$ cat config.mk
export PLATFORM = sky130hd
export DESIGN_NAME = t3cr_timer
export DESIGN_NICKNAME = d
export VERILOG_FILES = /design/src/verilog/t3cr_pkg.sv /design/src/verilog/t3cr_timer.sv /design/src/verilog/t3cr_edge_sync.sv /design/src/verilog/t3cr_clk_select.sv
export SDC_FILE = /design/constraint.sdc
export NUM_CORES = 1
export LEC_CHECK = 0
export ABC_CLOCK_PERIOD_IN_PS = 2100
export BUFFER_PORTS_ARGS = -buffer_cell sky130_fd_sc_hd__buf_2
export CAP_MARGIN = 15
export CORE_MARGIN = 2
export CORE_UTILIZATION = 41
export DETAILED_ROUTE_END_ITERATION = 8
export GPL_TIMING_DRIVEN = 0
export PLACE_DENSITY = 0.58
export SYNTH_ARGS = -nofsm -noshare
export SYNTH_HDL_FRONTEND = slang
export SYNTH_HIERARCHICAL = 1
export SYNTH_SLANG_ARGS = --single-unit
$ cat constraint.sdc
create_clock -name ref_clk -period 2.1 [get_ports ref_clk]
set_input_delay 0.21 -clock ref_clk [delete_from_list [all_inputs] [get_ports ref_clk]]
set_output_delay 0.21 -clock ref_clk [all_outputs]
set_load 0.1 [all_outputs]
$ cat src/verilog/t3cr_pkg.sv
package t3cr_pkg;

   // Special-function-register addresses
   localparam logic [7:0] T3CR_ADDR_CONTROL     = 8'hc8;
   localparam logic [7:0] T3CR_ADDR_RELOAD_LOW  = 8'hca;
   localparam logic [7:0] T3CR_ADDR_RELOAD_HIGH = 8'hcb;
   localparam logic [7:0] T3CR_ADDR_COUNT_LOW   = 8'hcc;
   localparam logic [7:0] T3CR_ADDR_COUNT_HIGH  = 8'hcd;

   // Control register bit positions
   localparam int T3CR_BIT_OVERFLOW    = 7;
   localparam int T3CR_BIT_EXT_EVENT   = 6;
   localparam int T3CR_BIT_RX_BAUD     = 5;
   localparam int T3CR_BIT_TX_BAUD     = 4;
   localparam int T3CR_BIT_EXT_ENABLE  = 3;
   localparam int T3CR_BIT_RUN         = 2;
   localparam int T3CR_BIT_COUNTER_SEL = 1;
   localparam int T3CR_BIT_CAPTURE_SEL = 0;

   // Reset and constant values
   localparam logic [7:0]  T3CR_CONTROL_RESET = 8'h00;
   localparam logic [7:0]  T3CR_BYTE_RESET    = 8'h00;
   localparam logic [7:0]  T3CR_READ_IDLE     = 8'h00;
   localparam logic [15:0] T3CR_COUNT_MAX     = 16'hffff;
   localparam logic [15:0] T3CR_COUNT_ONE     = 16'h0001;
   localparam logic [15:0] T3CR_COUNT_ZERO    = 16'h0000;

   // Core clocks per timer increment and prescaler counter width
   localparam int T3CR_MACHINE_DIV = 12;
   localparam int T3CR_BAUD_DIV    = 2;
   localparam int T3CR_DIV_WIDTH   = 4;

   // Operating modes, one-hot
   typedef enum logic [3:0] {
      T3CR_MODE_OFF     = 4'b0001,
      T3CR_MODE_RELOAD  = 4'b0010,
      T3CR_MODE_CAPTURE = 4'b0100,
      T3CR_MODE_BAUD    = 4'b1000
   } t3cr_mode_type;

endpackage

$ cat src/verilog/t3cr_timer.sv
`timescale 1ns/1ps
module t3cr_timer
   import t3cr_pkg::*;
#(
   parameter int MACHINE_DIV = T3CR_MACHINE_DIV,
   parameter int BAUD_DIV    = T3CR_BAUD_DIV
) (
   // Clock and reset
   input  wire logic       ref_clk,
   input  wire logic       rst,
   // Special-function-register bus
   input  wire logic [7:0] sfr_addr,
   input  wire logic       sfr_wr,
   input  wire logic       sfr_rd,
   input  wire logic [7:0] sfr_wdata,
   output logic      [7:0] sfr_rdata,
   // External pins
   input  wire logic       count_input_pin,
   input  wire logic       ext_trigger_pin,
   // Serial port clock path
   input  wire logic       other_timer_overflow,
   output logic            rx_bit_tick,
   output logic            tx_bit_tick,
   // Interrupt request
   output logic            timer_irq
);

   // Control bits
   logic          overflow_flag;
   logic          external_event_flag;
   logic          rx_baud_select;
   logic          tx_baud_select;
   logic          ext_trigger_enable;
   logic          run_control;
   logic          counter_select;
   logic          capture_select;

   // Data bytes
   logic [7:0]    count_low;
   logic [7:0]    count_high;
   logic [7:0]    reload_low;
   logic [7:0]    reload_high;

   // Internal signals
   t3cr_mode_type mode;
   logic [T3CR_DIV_WIDTH-1:0] div_count;
   logic          machine_tick;
   logic          baud_tick;
   logic          count_edge;
   logic          trigger_edge;
   logic          increment;
   logic          rollover;
   logic          trigger_hit;
   logic          do_reload;
   logic          do_capture;
   logic          own_baud_tick;
   logic [15:0]   count_value;
   logic [15:0]   reload_value;
   logic [15:0]   next_count;
   logic          wr_control;
   logic          wr_count_low;
   logic          wr_count_high;
   logic          wr_reload_low;
   logic          wr_reload_high;

   // Mode decode from the run, baud and capture bits
   function automatic t3cr_mode_type decode_mode(input logic run, input logic rx_sel,
                                                 input logic tx_sel, input logic cap_sel);
      t3cr_mode_type result;
      result = T3CR_MODE_OFF;
      if (!run) begin
         result = T3CR_MODE_OFF;
      end else if (rx_sel || tx_sel) begin
         result = T3CR_MODE_BAUD;
      end else if (cap_sel) begin
         result = T3CR_MODE_CAPTURE;
      end else begin
         result = T3CR_MODE_RELOAD;
      end
      return result;
   endfunction

   // Address match for a write strobe
   function automatic logic write_hit(input logic wr, input logic [7:0] addr,
                                      input logic [7:0] target);
      return wr && (addr == target);
   endfunction

   // Pin synchronisers with falling-edge detection
   t3cr_edge_sync u_count_sync (
      .ref_clk (ref_clk),
      .rst     (rst),
      .pin     (count_input_pin),
      .falling (count_edge)
   );

   t3cr_edge_sync u_trigger_sync (
      .ref_clk (ref_clk),
      .rst     (rst),
      .pin     (ext_trigger_pin),
      .falling (trigger_edge)
   );

   // Serial port clock selection
   t3cr_clk_select u_clk_select (
      .ref_clk              (ref_clk),
      .rst                  (rst),
      .rx_baud_select       (rx_baud_select),
      .tx_baud_select       (tx_baud_select),
      .own_baud_tick        (own_baud_tick),
      .other_timer_overflow (other_timer_overflow),
      .rx_bit_tick          (rx_bit_tick),
      .tx_bit_tick          (tx_bit_tick)
   );

   // Mode and write strobes
   assign mode           = decode_mode(run_control, rx_baud_select, tx_baud_select, capture_select);
   assign wr_control     = write_hit(sfr_wr, sfr_addr, T3CR_ADDR_CONTROL);
   assign wr_count_low   = write_hit(sfr_wr, sfr_addr, T3CR_ADDR_COUNT_LOW);
   assign wr_count_high  = write_hit(sfr_wr, sfr_addr, T3CR_ADDR_COUNT_HIGH);
   assign wr_reload_low  = write_hit(sfr_wr, sfr_addr, T3CR_ADDR_RELOAD_LOW);
   assign wr_reload_high = write_hit(sfr_wr, sfr_addr, T3CR_ADDR_RELOAD_HIGH);

   // Core clock prescaler, wraps once per machine cycle
   always_ff @(posedge ref_clk) begin
      if (rst) begin
         div_count <= '0;
      end else if (div_count == T3CR_DIV_WIDTH'(MACHINE_DIV - 1)) begin
         div_count <= '0;
      end else begin
         div_count <= div_count + T3CR_DIV_WIDTH'(1);
      end
   end

   // Machine-cycle and two-clock enables
   assign machine_tick = (div_count == T3CR_DIV_WIDTH'(MACHINE_DIV - 1));
   assign baud_tick    = (div_count[0] == 1'b1) && (BAUD_DIV == T3CR_BAUD_DIV)
                         || (BAUD_DIV != T3CR_BAUD_DIV) && machine_tick;

   // Increment source and enable
   always_comb begin
      increment = 1'b0;
      if (run_control) begin
         if (counter_select) begin
            increment = count_edge;
         end else if (mode == T3CR_MODE_BAUD) begin
            increment = baud_tick;
         end else begin
            increment = machine_tick;
         end
      end
   end

   // Counter views and overflow
   assign count_value  = {count_high, count_low};
   assign reload_value = {reload_high, reload_low};
   assign rollover     = increment && (count_value == T3CR_COUNT_MAX);

   // Trigger edge acts only when enabled; it captures only outside baud mode
   assign trigger_hit = trigger_edge && ext_trigger_enable;
   assign do_capture  = trigger_hit && capture_select && !rx_baud_select && !tx_baud_select;

   // Reload on overflow in reload or baud mode, or on an enabled edge in reload mode or while stopped with capture and baud selects clear
   always_comb begin
      do_reload = 1'b0;
      case (mode)
         T3CR_MODE_RELOAD: begin
            do_reload = rollover || trigger_hit;
         end
         T3CR_MODE_BAUD: begin
            do_reload = rollover;
         end
         T3CR_MODE_CAPTURE: begin
            do_reload = 1'b0;
         end
         T3CR_MODE_OFF: begin
            do_reload = trigger_hit && !capture_select && !rx_baud_select && !tx_baud_select;
         end
         default: begin
            do_reload = 1'b0;
         end
      endcase
   end

   // Next counter value from reload, increment or hold
   always_comb begin
      next_count = count_value;
      if (do_reload) begin
         next_count = reload_value;
      end else if (increment) begin
         next_count = count_value + T3CR_COUNT_ONE;
      end
   end

   // Counter low byte, software write wins
   always_ff @(posedge ref_clk) begin
      if (rst) begin
         count_low <= T3CR_BYTE_RESET;
      end else if (wr_count_low) begin
         count_low <= sfr_wdata;
      end else begin
         count_low <= next_count[7:0];
      end
   end

   // Counter high byte, software write wins
   always_ff @(posedge ref_clk) begin
      if (rst) begin
         count_high <= T3CR_BYTE_RESET;
      end else if (wr_count_high) begin
         count_high <= sfr_wdata;
      end else begin
         count_high <= next_count[15:8];
      end
   end

   // Reload low byte, captured from the counter on an edge
   always_ff @(posedge ref_clk) begin
      if (rst) begin
         reload_low <= T3CR_BYTE_RESET;
      end else if (wr_reload_low) begin
         reload_low <= sfr_wdata;
      end else if (do_capture) begin
         reload_low <= count_low;
      end
   end

   // Reload high byte, captured from the counter on an edge
   always_ff @(posedge ref_clk) begin
      if (rst) begin
         reload_high <= T3CR_BYTE_RESET;
      end else if (wr_reload_high) begin
         reload_high <= sfr_wdata;
      end else if (do_capture) begin
         reload_high <= count_high;
      end
   end

   // Overflow flag, hardware set wins over a software clear
   always_ff @(posedge ref_clk) begin
      if (rst) begin
         overflow_flag <= T3CR_CONTROL_RESET[T3CR_BIT_OVERFLOW];
      end else if (rollover && !rx_baud_select && !tx_baud_select) begin
         overflow_flag <= 1'b1;
      end else if (wr_control) begin
         overflow_flag <= sfr_wdata[T3CR_BIT_OVERFLOW];
      end
   end

   // External event flag, set by any enabled edge, also in baud mode
   always_ff @(posedge ref_clk) begin
      if (rst) begin
         external_event_flag <= T3CR_CONTROL_RESET[T3CR_BIT_EXT_EVENT];
      end else if (trigger_hit) begin
         external_event_flag <= 1'b1;
      end else if (wr_control) begin
         external_event_flag <= sfr_wdata[T3CR_BIT_EXT_EVENT];
      end
   end

   // Software-owned control bits
   always_ff @(posedge ref_clk) begin
      if (rst) begin
         rx_baud_select     <= T3CR_CONTROL_RESET[T3CR_BIT_RX_BAUD];
         tx_baud_select     <= T3CR_CONTROL_RESET[T3CR_BIT_TX_BAUD];
         ext_trigger_enable <= T3CR_CONTROL_RESET[T3CR_BIT_EXT_ENABLE];
         run_control        <= T3CR_CONTROL_RESET[T3CR_BIT_RUN];
         counter_select     <= T3CR_CONTROL_RESET[T3CR_BIT_COUNTER_SEL];
         capture_select     <= T3CR_CONTROL_RESET[T3CR_BIT_CAPTURE_SEL];
      end else if (wr_control) begin
         rx_baud_select     <= sfr_wdata[T3CR_BIT_RX_BAUD];
         tx_baud_select     <= sfr_wdata[T3CR_BIT_TX_BAUD];
         ext_trigger_enable <= sfr_wdata[T3CR_BIT_EXT_ENABLE];
         run_control        <= sfr_wdata[T3CR_BIT_RUN];
         counter_select     <= sfr_wdata[T3CR_BIT_COUNTER_SEL];
         capture_select     <= sfr_wdata[T3CR_BIT_CAPTURE_SEL];
      end
   end

   // One-cycle overflow tick toward the serial port in baud mode
   always_ff @(posedge ref_clk) begin
      if (rst) begin
         own_baud_tick <= 1'b0;
      end else begin
         own_baud_tick <= rollover && (mode == T3CR_MODE_BAUD);
      end
   end

   // Interrupt request from either flag
   always_ff @(posedge ref_clk) begin
      if (rst) begin
         timer_irq <= 1'b0;
      end else begin
         timer_irq <= overflow_flag || external_event_flag;
      end
   end

   // Registered read data, zero when idle or unmapped
   always_ff @(posedge ref_clk) begin
      if (rst) begin
         sfr_rdata <= T3CR_READ_IDLE;
      end else if (sfr_rd) begin
         case (sfr_addr)
            T3CR_ADDR_CONTROL: begin
               sfr_rdata <= {overflow_flag, external_event_flag, rx_baud_select, tx_baud_select,
                             ext_trigger_enable, run_control, counter_select, capture_select};
            end
            T3CR_ADDR_RELOAD_LOW: begin
               sfr_rdata <= reload_low;
            end
            T3CR_ADDR_RELOAD_HIGH: begin
               sfr_rdata <= reload_high;
            end
            T3CR_ADDR_COUNT_LOW: begin
               sfr_rdata <= count_low;
            end
            T3CR_ADDR_COUNT_HIGH: begin
               sfr_rdata <= count_high;
            end
            default: begin
               sfr_rdata <= T3CR_READ_IDLE;
            end
         endcase
      end else begin
         sfr_rdata <= T3CR_READ_IDLE;
      end
   end

endmodule

$ cat src/verilog/t3cr_edge_sync.sv
`timescale 1ns/1ps
module t3cr_edge_sync (
   // Clock and reset
   input  wire logic ref_clk,
   input  wire logic rst,
   // Asynchronous pin
   input  wire logic pin,
   // Falling-edge pulse
   output logic      falling
);

   logic stage_one;
   logic stage_two;
   logic previous;

   // Two-flop synchroniser, then one sample of history
   always_ff @(posedge ref_clk) begin
      if (rst) begin
         stage_one <= 1'b1;
         stage_two <= 1'b1;
         previous  <= 1'b1;
      end else begin
         stage_one <= pin;
         stage_two <= stage_one;
         previous  <= stage_two;
      end
   end

   // One-cycle pulse on a 1-to-0 change of successive samples
   always_ff @(posedge ref_clk) begin
      if (rst) begin
         falling <= 1'b0;
      end else begin
         falling <= previous & ~stage_two;
      end
   end

endmodule

$ cat src/verilog/t3cr_clk_select.sv
`timescale 1ns/1ps
module t3cr_clk_select (
   // Clock and reset
   input  wire logic ref_clk,
   input  wire logic rst,
   // Selects from the control register
   input  wire logic rx_baud_select,
   input  wire logic tx_baud_select,
   // Overflow sources
   input  wire logic own_baud_tick,
   input  wire logic other_timer_overflow,
   // Bit-clock ticks toward the serial port
   output logic      rx_bit_tick,
   output logic      tx_bit_tick
);

   // Route this timer or the other timer to each direction
   always_ff @(posedge ref_clk) begin
      if (rst) begin
         rx_bit_tick <= 1'b0;
         tx_bit_tick <= 1'b0;
      end else begin
         rx_bit_tick <= rx_baud_select ? own_baud_tick : other_timer_overflow;
         tx_bit_tick <= tx_baud_select ? own_baud_tick : other_timer_overflow;
      end
   end

endmodule

After elaboration in Yosys (flattened, before gate mapping)
Cells that the tools add are included.

Add/sub/neg operators: 2. Divide/modulo/power cells: 0. Mux-type cells: 22. Bitwise logic cells: 5. Reduce and logical (&&, ||, !) cells: 30. Shift operators: 0. $lt $le $gt $ge: 0. Multiply operators: 0. Eq/ne operators: 10.

Operators with widths (number): 8-bit two-way mux (6); 8-bit equality test, second input constant (5); 8-bit one-hot mux with 5 select lines (1); 16-bit two-way mux (2); 16-bit by 1-bit adder with 16-bit output, second input constant (1); 16-bit equality test, second input constant (1); 1-bit logical AND (16); 1-bit two-way mux (9); 4-bit equality test, second input constant (2); 4-bit two-way mux (2); 2-bit nonzero test (4); 3-bit nonzero test (2); 4-bit by 1-bit adder with 4-bit output, second input constant (1); 4-bit by 1-bit equality test with 1-bit output, second input constant (1); 4-bit by 2-bit equality test with 1-bit output, second input constant (1); 2-bit OR reduction (2); 1-bit logical NOT (3); 1-bit logical OR (3); 3-bit two-way mux (1); 1-bit inverter (3); 1-bit one-hot mux with 3 select lines (1); 1-bit AND (2).

Memories kept: 0. Bits in latches: 0. Bits of input ports: 23. ROM bits: 0. Flip-flop bits (word level): 64. Bits in writable memories: 0.

Logic depth before layout (Yosys ltp)
Gate-level depths: netlist of run 1.

Depth in word-level cells: 12. Mapped depth: 8. Mapped depth without buffers: 7.

By module
Netlist of run 1, hierarchy kept.

Modules (own cells, without submodules): t3cr_timer (area each 3051.7 µm², seq. area each 1081.0 µm², instances 1, cells each 346); t3cr_edge_sync (area each 106.4 µm², seq. area each 80.1 µm², instances 2, cells each 8); t3cr_clk_select (area each 67.6 µm², seq. area each 40.0 µm², instances 1, cells each 6).

Worst setup path before layout of run 1
No wires, ideal clock.

Kind: reg-to-reg. From: register div_count[0]. To: register count_low[6]. Setup time: 0.134 ns. Path slack: 0.214 ns. Data required time: 1.966 ns. Cell stages (with the launch flop): 8. Period minus slack after synthesis: 1.886 ns. Data arrival time: 1.752 ns. Cells stage by stage: dfxtp_1 -> ha_1 -> and3b_1 -> nor3_1 -> nor2_1 -> a21o_2 -> a221oi_1 -> a211oi_1.

Longest elaborated chain between the ends: 9.

RTL lines: start, declared (line t3cr_timer.sv:46) `logic [T3CR_DIV_WIDTH-1:0] div_count;`; start signal, assigned (line t3cr_timer.sv:131) `div_count <= div_count + T3CR_DIV_WIDTH'(1);`; 4-bit equality test (line t3cr_timer.sv:136) `assign machine_tick = (div_count == T3CR_DIV_WIDTH'(MACHINE_DIV - 1));`; 1-bit two-way mux (*) (line t3cr_timer.sv:146) `end else if (mode == T3CR_MODE_BAUD) begin`; 1-bit two-way mux (*) (line t3cr_timer.sv:144) `if (counter_select) begin`; 1-bit two-way mux (*) (line t3cr_timer.sv:143) `if (run_control) begin`; 1-bit logical AND (line t3cr_timer.sv:157) `assign rollover = increment && (count_value == T3CR_COUNT_MAX);`; 1-bit logical OR (line t3cr_timer.sv:168) `do_reload = rollover || trigger_hit;`; 1-bit one-hot mux with 3 select lines (line t3cr_timer.sv:166) `case (mode)`; 16-bit two-way mux (line t3cr_timer.sv:188) `if (do_reload) begin`; 8-bit two-way mux (line t3cr_timer.sv:199) `end else if (wr_count_low) begin`; end signal, assigned (line t3cr_timer.sv:200) `count_low <= sfr_wdata;`; end signal, assigned (line t3cr_timer.sv:202) `count_low <= next_count[7:0];`; end, declared (line t3cr_timer.sv:39) `logic [7:0] count_low;`.

Every way passes the cells marked *; elsewhere a longest branch is shown, timed or not. A chain may end at the register's enable or synchronous reset.

Final worst setup path of run 1
From: register tx_baud_select. To: register count_high[2].

Longest elaborated chain between the ends: 12.

RTL lines: start, declared (line t3cr_timer.sv:32) `logic tx_baud_select;`; start signal, assigned (line t3cr_timer.sv:265) `tx_baud_select <= T3CR_CONTROL_RESET[T3CR_BIT_TX_BAUD];`; start signal, assigned (line t3cr_timer.sv:272) `tx_baud_select <= sfr_wdata[T3CR_BIT_TX_BAUD];`; 1-bit logical OR (line t3cr_timer.sv:73) `end else if (rx_sel || tx_sel) begin`; 4-bit two-way mux (line t3cr_timer.sv:73); 4-bit two-way mux (line t3cr_timer.sv:71) `if (!run) begin`; 4-bit equality test (line t3cr_timer.sv:146, t3cr_timer.sv:166); 1-bit two-way mux (line t3cr_timer.sv:146); 1-bit two-way mux (line t3cr_timer.sv:144); 1-bit two-way mux (line t3cr_timer.sv:143); 1-bit logical AND (line t3cr_timer.sv:157); 1-bit logical OR (line t3cr_timer.sv:168); 1-bit one-hot mux with 3 select lines (line t3cr_timer.sv:166); 16-bit two-way mux (line t3cr_timer.sv:188); 8-bit two-way mux (line t3cr_timer.sv:210) `end else if (wr_count_high) begin`; end signal, assigned (line t3cr_timer.sv:211) `count_high <= sfr_wdata;`; end signal, assigned (line t3cr_timer.sv:213) `count_high <= next_count[15:8];`; end, declared (line t3cr_timer.sv:40) `logic [7:0] count_high;`.

Several ways; a longest one is shown, not always the timed one.

==> results of run 1 <==
what timing repair did:
action,CTS,global route
resized for setup,7,11
endpoints found under the hold margin,0,0
buffers inserted,5,1
endpoints found under the setup margin,12,22
hold buffers,0,0
pin swaps,4,2
sequential cells by signal, indices dropped and copies added, names as in the netlist, 4 cells and up:
name / count
reload_low: 8
count_high: 8
div_count: 4
count_low: 8
reload_high: 8
sfr_rdata: 8
worst paths after layout:
kind                          start                      to  slack [ps]
max                  tx_baud_select           count_high[2]          70
min                 count_input_pin  u_count_sync/stage_one          30
max reg2reg          tx_baud_select           count_high[2]          70
min reg2reg  u_count_sync/stage_one  u_count_sync/stage_two         410
cell families (layout without fill, tap and decap cells):
| kind of cell | Yosys count | in the layout | synth area share |
|---|---|---|---|
| flops | 64 | 64 | 0.385 |
| simple gates | 145 | 145 | 0.245 |
| mux | 38 | 38 | 0.120 |
| buf+inv | 21 | 75 | 0.0304 |
| fa+ha+maj | 2 | 2 | 0.00751 |
| compound gates | 84 | 84 | 0.176 |
| xor+xnor | 14 | 14 | 0.0368 |
cells in the final DEF, fill, tap and decap left out, types with 3 or more instances in the layout:
| master | instances |
|---|---|
| clkbuf_1 | 9 |
| a221o_2 | 8 |
| buf_4 | 7 |
| dfxtp_2 | 3 |
| a21oi_1 | 32 |
| clkbuf_8 | 9 |
| xor2_1 | 4 |
| and4_1 | 3 |
| nand2_1 | 40 |
| clkinv_4 | 3 |
| o22ai_1 | 4 |
| mux2_2 | 15 |
| mux2i_1 | 23 |
| nor3b_1 | 6 |
| xnor2_1 | 10 |
| or2_1 | 7 |
| nand3_1 | 23 |
| o21ai_0 | 3 |
| and3_1 | 6 |
| dfxtp_1 | 60 |
| nor3_4 | 4 |
| buf_2 | 38 |
| a22oi_1 | 7 |
| nor2_1 | 32 |
| a211oi_1 | 21 |
cell type report:
| class | instances | area share |
|---|---|---|
| clock inverter | 7 | 0.0243 |
| clock buffer | 9 | 0.0313 |
| buffer | 18 | 0.0234 |
| inverter | 2 | 0.00190 |
| multi-input combinational | 283 | 0.505 |
| timing repair buffer | 39 | 0.0563 |
| sequential | 64 | 0.326 |
| tap | 102 | 0.0322 |
power by group through the flow:
stage,sequential [W],combinational [W],clock [W]
5_1_grt,0.00124,0.000141,0.00125
4_1_cts,0.00123,0.000130,0.00119
2_1_floorplan,0.00128,0.0000525,0
3_5_place_dp,0.00126,0.000129,0
3_3_place_gp,0.00126,0.000128,0
6_report,0.00123,0.000130,0.00117
per-stage QoR:
stage | util | cell area (um^2) | worst slack, ps
global route | 0.507 | 3960 | -16.2
finish | 0.507 | 3960 | 68.1
floorplan | - | 3330 | 214
CTS | 0.502 | 3920 | 5.41
global placement | 0.464 | 3620 | -320
detailed placement | 0.464 | 3620 | -348
per-layer routing:
layer  GRT usage  vias to the layer above
li1            -                     1453
met1       0.296                     1417
met2       0.361                      102
met3      0.0514                       16
met4       0.109                        0
met5           0                        -
==> results.toml, run 1 <==
[sta]
maxSlewViolCount = 0
post-route-period-util = 0.968
setup_viol = 0
post-route-min-period_ps = 2030
hold_viol_final = 0
max_freq_mhz = 492
hold_slack_ps = 27.4
tightest_slew_ps = 605
skew_ps = 9.27
fin_tns_setup_ps = 0
rsz0062_at_grt = "yes"
slew_headroom = 0.597

[worst_setup_path]
critPathBufInv = 3
critical_path_class = "reg2reg"
cp_max_fo = 8
required_ps = 2330
cp_top_family = "simple AND/OR/NAND/NOR gates"
reg2reg_depth = 8
worstSetupEndpointType = "flop"
max_stage_delay_ps = 480
worstPathArrival_ps = 2270
path_common_cell = "buf_4"
crit_slowest_cell = "dfxtp_1"
cp_cell_sequence = "or2_1, nor3_4, buf_4, buf_4, nor2_4, nor4_4, buf_4, a221o_2"
critPathLaunchType = "flop"
critical_path_depth = 8

[pwr]
p_per_area_nw_per_um2 = 641
p_sw_frac = 0.236
p_clk_frac = 0.462
seqPwrFrac = 0.486
p_sw_w = 0.000599
ir_drop_uv = 318
power_w = 0.00254
p_int_w = 0.00194
power_leakage_nw = 1.56
combinationalPowerShare = 0.051

[clock_tree]
ctsLongestPathBuffers = 2
tritoncts = "built"
cts.sinks = 64
htreeDepth = 3
cts-buffers-inserted = 9
clk_pin_slew_ps = 70
clockRootBuffer = "clkbuf_8"
clock_latency_ps = 350

[final_layout]
multi_input_area_um2 = 2000
syn_to_final_growth_pct = 18.8
ff_latch_area_um2 = 1290
diodes = 0
finalNetCount = 442
fin_cells = 524
drive_gt1_frac = 0.273
fillers = 763

[route]
num_vias = 2988
drc = 0
drtAntennaViolNets = 0
drt-pass1-iter-count = 5
vias_per_cell = 5.70
met2RoutedLength_mm = 4.30
wl_per_cell_um = 18.0
highest_layer = "met4"
met3_length_um = 522
initialDrtViolationCount = 223
m1WireLength_mm = 4.38
totalWireLength_mm = 9.43

[yosys]
synthCells = 368
synth_top_area_cell = "dfxtp_1"
async_flop_share = 0
ys_seq_elements = 64
syn_nets = 393
synthTopCellsByCount = "64 x dfxtp_1, 40 x nand2_1, 33 x nor2_1"
netlist.area_leader.share = 0.385
syn_area_um2 = 3330
synthTopCellsByArea = "dfxtp_1 38%, mux2i_1 6.9%, mux2_2 5.1%"
synth_most_common_cell = "dfxtp_1"
synth_edf_count = 0
ys_warn_count = 6
synth_flop_cell = "dfxtp_1"
ys_seq_area_frac = 0.385
avgSynthCellArea_um2 = 9.05
synth_cell_types = 52

[die]
core_um2 = 7810
row_count = 32
dieArea_um2 = 8860
fp.dieH_um = 94.2
io-pin-count = 34
initial_core_util = 0.427
die_x_um = 94.2

[grt]
grt_pass1_vias = 2941
grt_max_degree = 16
grt_pass1_wl_mm = 15.3
grt_usage = 0.229
overflow = 0
antenna_found_initial = 0

[placement]
hpwl_mm = 6.88
place_congestion = 0.872
placement.io_buffers = 33
place_inst = 503

[hold_path]
hold_depth = 2
min-delay-path-class = "in2reg"

[run]
max-cap-violations = 0

[outcome]
outcome = "completed"
No activity file was read; power rests on OpenSTA's default activity.
==> run 2, diff against run 1 <==
--- a/config.mk
+++ b/config.mk
@@ -13,6 +13,7 @@
 export DETAILED_ROUTE_END_ITERATION = 8
 export GPL_TIMING_DRIVEN = 0
 export PLACE_DENSITY = 0.58
+export RECOVER_POWER = 50
 export SYNTH_ARGS = -nofsm -noshare
 export SYNTH_HDL_FRONTEND = slang
 export SYNTH_HIERARCHICAL = 1
==> run 2 against run 1 <==
Worst hold slack unchanged; non-clock buffer count stayed put; critical path depth stayed put; via count unchanged; sequential cell count stayed put; critical path type unchanged; sequential power about the same; clock power hardly changed; wire length unchanged; clock skew stayed put; global-route usage unchanged; register-to-register slack worse by 20 ps.
==> results.toml, run 2 (synthesis gave the netlist of run 1 again) <==
[pwr]
power_w = 0.00254
p_per_area_nw_per_um2 = 641
power_leakage_nw = 1.56
ir_drop_uv = 318

[worst_setup_path]
path_common_cell = "buf_4"
critical_path_class = "reg2reg"
cp_cell_sequence = "or2_1, nor3_4, buf_4, buf_4, nor2_4, nor4_4, buf_4, a221o_2"
worstPathArrival_ps = 2280
max_stage_delay_ps = 500
cp_max_fo = 8
cp_top_family = "simple AND/OR/NAND/NOR gates"
crit_slowest_cell = "dfxtp_1"
critPathBufInv = 3
critPathLaunchType = "flop"
required_ps = 2330
worstSetupEndpointType = "flop"

[final_layout]
drive_gt1_frac = 0.270
fin_util = 0.507
finalNetCount = 442
diodes = 0
fillers = 764
fin_cells = 524
multi_input_area_um2 = 2000
final_common_cell = "dfxtp_1"
ff_latch_area_um2 = 1290
layout_common_cells = "61 x dfxtp_1, 40 x nand2_1, 38 x buf_2"
syn_to_final_growth_pct = 18.7

[placement]
place_congestion = 0.872
place_inst = 503
hpwl_mm = 6.88
placement.io_buffers = 33

[die]
die_x_um = 94.2
dieArea_um2 = 8860
core_um2 = 7810
fp.dieH_um = 94.2
io-pin-count = 34
initial_core_util = 0.427
row_count = 32

[route]
drt-pass1-iter-count = 5
wl_per_cell_um = 18.0
drtAntennaViolNets = 0
vias_per_cell = 5.70
initialDrtViolationCount = 223
totalWireLength_mm = 9.43
num_vias = 2988
drc = 0

[sta]
slew_headroom = 0.597
hold_slack_ps = 27.4
fin_tns_setup_ps = 0
post-route-min-period_ps = 2050
hold_viol_final = 0
maxSlewViolCount = 0
max_freq_mhz = 488
rsz0062_at_grt = "yes"
post-route-period-util = 0.975
skew_ps = 9.27
tightest_slew_ps = 605
setup_viol = 0

[clock_tree]
clockRootBuffer = "clkbuf_8"
ctsLongestPathBuffers = 2
cts.sinks = 64
clk_pin_slew_ps = 70
holdBufCountCts = 0
clock_latency_ps = 350
htreeDepth = 3
cts-buffers-inserted = 9
tritoncts = "built"

[grt]
antenna_found_initial = 0
grt_pass1_vias = 2941
grt_usage = 0.229
grt_pass1_wl_mm = 15.3
overflow = 0
grt_max_degree = 16

[hold_path]
min-delay-path-class = "in2reg"

[outcome]
outcome = "completed"

[run]
max-cap-violations = 0
[run 2: cell counts in the layout (fill, tap and decap cells not counted)]
No cell type changed its count.
[run 2: path summary, 6_finish.rpt]
check                                end                    from  depth (start not counted)  slack, ps
setup / recovery           count_high[2]          rx_baud_select                          8         50
hold / removal    u_count_sync/stage_one         count_input_pin                          2         30
setup reg to reg           count_high[2]          rx_baud_select                          8         50
hold reg to reg   u_count_sync/stage_two  u_count_sync/stage_one                          1        410
[run 2: worst reg2reg max path, stage by stage, from the launching register on]
cell	delay (ps)
dfxtp_1	500
or2_1	270
nor3_4	60
buf_4	150
buf_4	160
nor2_4	190
nor4_4	50
buf_4	180
a221o_2	380
[run 2: power breakdown]
group	total, W	switching [W]	internal, W
clock	0.00117	0.000504	0.000669
combinational	0.000130	0.0000867	0.0000436
sequential	0.00123	0.00000863	0.00123
total	0.00254	0.000599	0.00194
[run 2: what timing repair did]
action | in CTS | in global routing
buffers inserted | 5 | 1
gates resized for setup | 7 | 11
pin swaps | 4 | 2
endpoints found under the setup margin | 12 | 22
[run 2: through the flow]
step | area [um^2] | setup WS (ps)
floorplan | 3330 | 214
global placement | 3620 | -320
detailed placement | 3620 | -348
CTS | 3920 | 5.41
global route | 3960 | -16.2
finish | 3960 | 52.3
[run 2: cell type report]
type | count | area share
Tap cell | 102 | 0.0323
Clock inverter | 7 | 0.0244
Multi-Input combinational cell | 283 | 0.505
Sequential cell | 64 | 0.325
Inverter | 2 | 0.00190
Buffer | 18 | 0.0234
Timing Repair Buffer | 39 | 0.0563
Clock buffer | 9 | 0.0313
[run 2: per-layer routing]
layer	vias to the layer above	global-route usage	part of all wire
met5	-	0	0
met4	0	0.109	0.024
met3	16	0.0514	0.055
met2	102	0.361	0.46
met1	1417	0.296	0.46
li1	1453	-	-
==> run 3, diff against run 2 <==
--- a/config.mk
+++ b/config.mk
@@ -8,7 +8,6 @@
 export ABC_CLOCK_PERIOD_IN_PS = 2100
 export BUFFER_PORTS_ARGS = -buffer_cell sky130_fd_sc_hd__buf_2
 export CAP_MARGIN = 15
-export CORE_MARGIN = 2
 export CORE_UTILIZATION = 41
 export DETAILED_ROUTE_END_ITERATION = 8
 export GPL_TIMING_DRIVEN = 0
==> run 3 against run 2 <==
Via count is 2.2% higher; clock power is 4% lower; cell count is 0.76% higher; utilization is 0.27 points lower; register-to-register slack hardly changed; maximum frequency is 0.26% lower; largest cell class unchanged; wire length is 1.5% higher.
==> results.toml, run 3 (synthesis gave the netlist of run 1 again) <==
[grt]
use_met1 = 0.332
gr-usage-met3 = 0.0522
grt_usage = 0.243
grt_pass1_vias = 2908
grt_use_met2 = 0.366
grt_max_degree = 18
overflow = 0
grt_pass1_wl_mm = 15.4
antenna_found_initial = 0
grt_busiest_layer = "met2"

[worst_setup_path]
required_ps = 2340
critical_path_class = "reg2reg"
path_common_cell = "buf_4"
worstPathArrival_ps = 2290
crit_path_start = "rx_baud_select"
critPathLaunchType = "flop"
cp_max_fo = 8
max_stage_delay_ps = 500
reg2reg_setup_slack_ps = 50
timing.rr.start = "rx_baud_select"
worstSetupEndpointType = "flop"
cp-endpoint = "count_high[7]"
crit_slowest_cell = "dfxtp_1"
r2r_end = "count_high[7]"
cp_cell_sequence = "or2_1, nor3_4, buf_4, buf_4, nor2_4, nor4_4, buf_4, a221o_2"
reg2reg_depth = 8

[outcome]
outcome = "completed"

[sta]
hold_slack_ps = 36.7
slew_headroom = 0.226
hold_viol_final = 0
post-route-period-util = 0.978
post-route-min-period_ps = 2050
max_freq_mhz = 487
fin_tns_setup_ps = 0
maxSlewViolCount = 0
setup_viol = 0
tightest_slew_ps = 1170
skew_ps = 12.3

[placement]
place_inst = 503
place_congestion = 0.863
placement.io_buffers = 33
hpwl_mm = 6.89

[route]
drc = 0
totalWireLength_mm = 9.57
num_vias = 3054
initialDrtViolationCount = 170
vias_per_cell = 5.78
wl_per_cell_um = 18.1
drt-pass1-iter-count = 5
drtAntennaViolNets = 0

[die]
core_um2 = 7810
initial_core_util = 0.427
dieArea_um2 = 8490
io-pin-count = 34
die_x_um = 92.2
row_count = 32
fp.dieH_um = 92.2

[pwr]
power_leakage_nw = 1.51
ir_drop_uv = 360
power_w = 0.00248
p_per_area_nw_per_um2 = 630

[final_layout]
drive_gt1_frac = 0.251
final_common_cell = "dfxtp_1"
syn_to_final_growth_pct = 18.1
finalNetCount = 446
layout_common_cells = "60 x dfxtp_1, 40 x nand2_1, 32 x a21oi_1"
fin_cells = 528
diodes = 0

[clock_tree]
ctsLongestPathBuffers = 2
cts.sinks = 64
clockRootBuffer = "clkbuf_8"
clock_latency_ps = 350
clk_pin_slew_ps = 80
cts-buffers-inserted = 9
holdBufCountCts = 0
tritoncts = "built"
htreeDepth = 3

[hold_path]
min-delay-path-class = "in2reg"

[run]
max-cap-violations = 0
[run 3: cell count changes in the layout (fill, tap and decap cells not counted), moves of 3 or more]
cell / before / now
buf_4: 7 / 12
buf_2: 38 / 26
clkinvlp_4: 0 / 3
clkbuf_1: 9 / 22
clkinv_4: 3 / 0
[run 3: layer usage]
| layer | share of wire | wire (um) |
|---|---|---|
| met5 | 0 | 0 |
| met4 | 0.032 | 305 |
| met3 | 0.055 | 524 |
| met2 | 0.44 | 4200 |
| met1 | 0.47 | 4540 |
[run 3: what timing repair did]
item	4_1_cts	5_1_grt
hold endpoints to repair	0	0
endpoints found under the setup margin	13	15
gates resized for setup	7	13
buffers inserted	7	3
pin swaps	4	4
cloned	0	0
[run 3: stage by stage]
stage               utilization  cell area (um^2)  setup slack [ps]
global placement          0.464              3620              -337
CTS                       0.500              3900              4.41
finish                    0.504              3940              46.9
floorplan                     -              3330               214
detailed placement        0.464              3620              -292
global route              0.504              3940           -0.0693
[run 3: worst min-delay path by stage]
stage	from	cells past startpoint	slack (ps)	endpoint
5_1_grt	count_input_pin	2	30	u_count_sync/stage_one
3_5_place_dp	ext_trigger_pin	2	390	u_trigger_sync/stage_one
4_1_cts	ext_trigger_pin	2	20	u_trigger_sync/stage_one
2_1_floorplan	rst	1	280	u_clk_select/rx_bit_tick
6_report	ext_trigger_pin	2	40	u_trigger_sync/stage_one
3_3_place_gp	ext_trigger_pin	2	390	u_trigger_sync/stage_one
[run 3: where the power goes]
| group | total, W | switching, W | internal, W | leakage [nW] |
|---|---|---|---|---|
| combinational | 0.000128 | 0.0000868 | 0.0000410 | 0.891 |
| clock | 0.00112 | 0.000538 | 0.000582 | 0.0949 |
| sequential | 0.00123 | 0.00000794 | 0.00122 | 0.520 |
| total | 0.00248 | 0.000633 | 0.00185 | 1.51 |
[run 3: layout make-up]
| class | instances | area [um^2] |
|---|---|---|
| Buffer | 18 | 81.3 |
| Clock buffer | 10 | 138 |
| Clock inverter | 6 | 66.3 |
| Fill cell | 788 | 3870 |
| Inverter | 2 | 7.51 |
| Multi-Input combinational cell | 283 | 2000 |
| Sequential cell | 64 | 1290 |
| Tap cell | 102 | 128 |
| Timing Repair Buffer | 43 | 226 |
[run 3: critical path, delay by kind of cell (launching register included)]
family,cells,cell delay (ps)
AO/OA/AOI/OAI,1,380
buffers and inverters,3,490
AND/OR/NAND/NOR,4,560
flip-flops,1,500
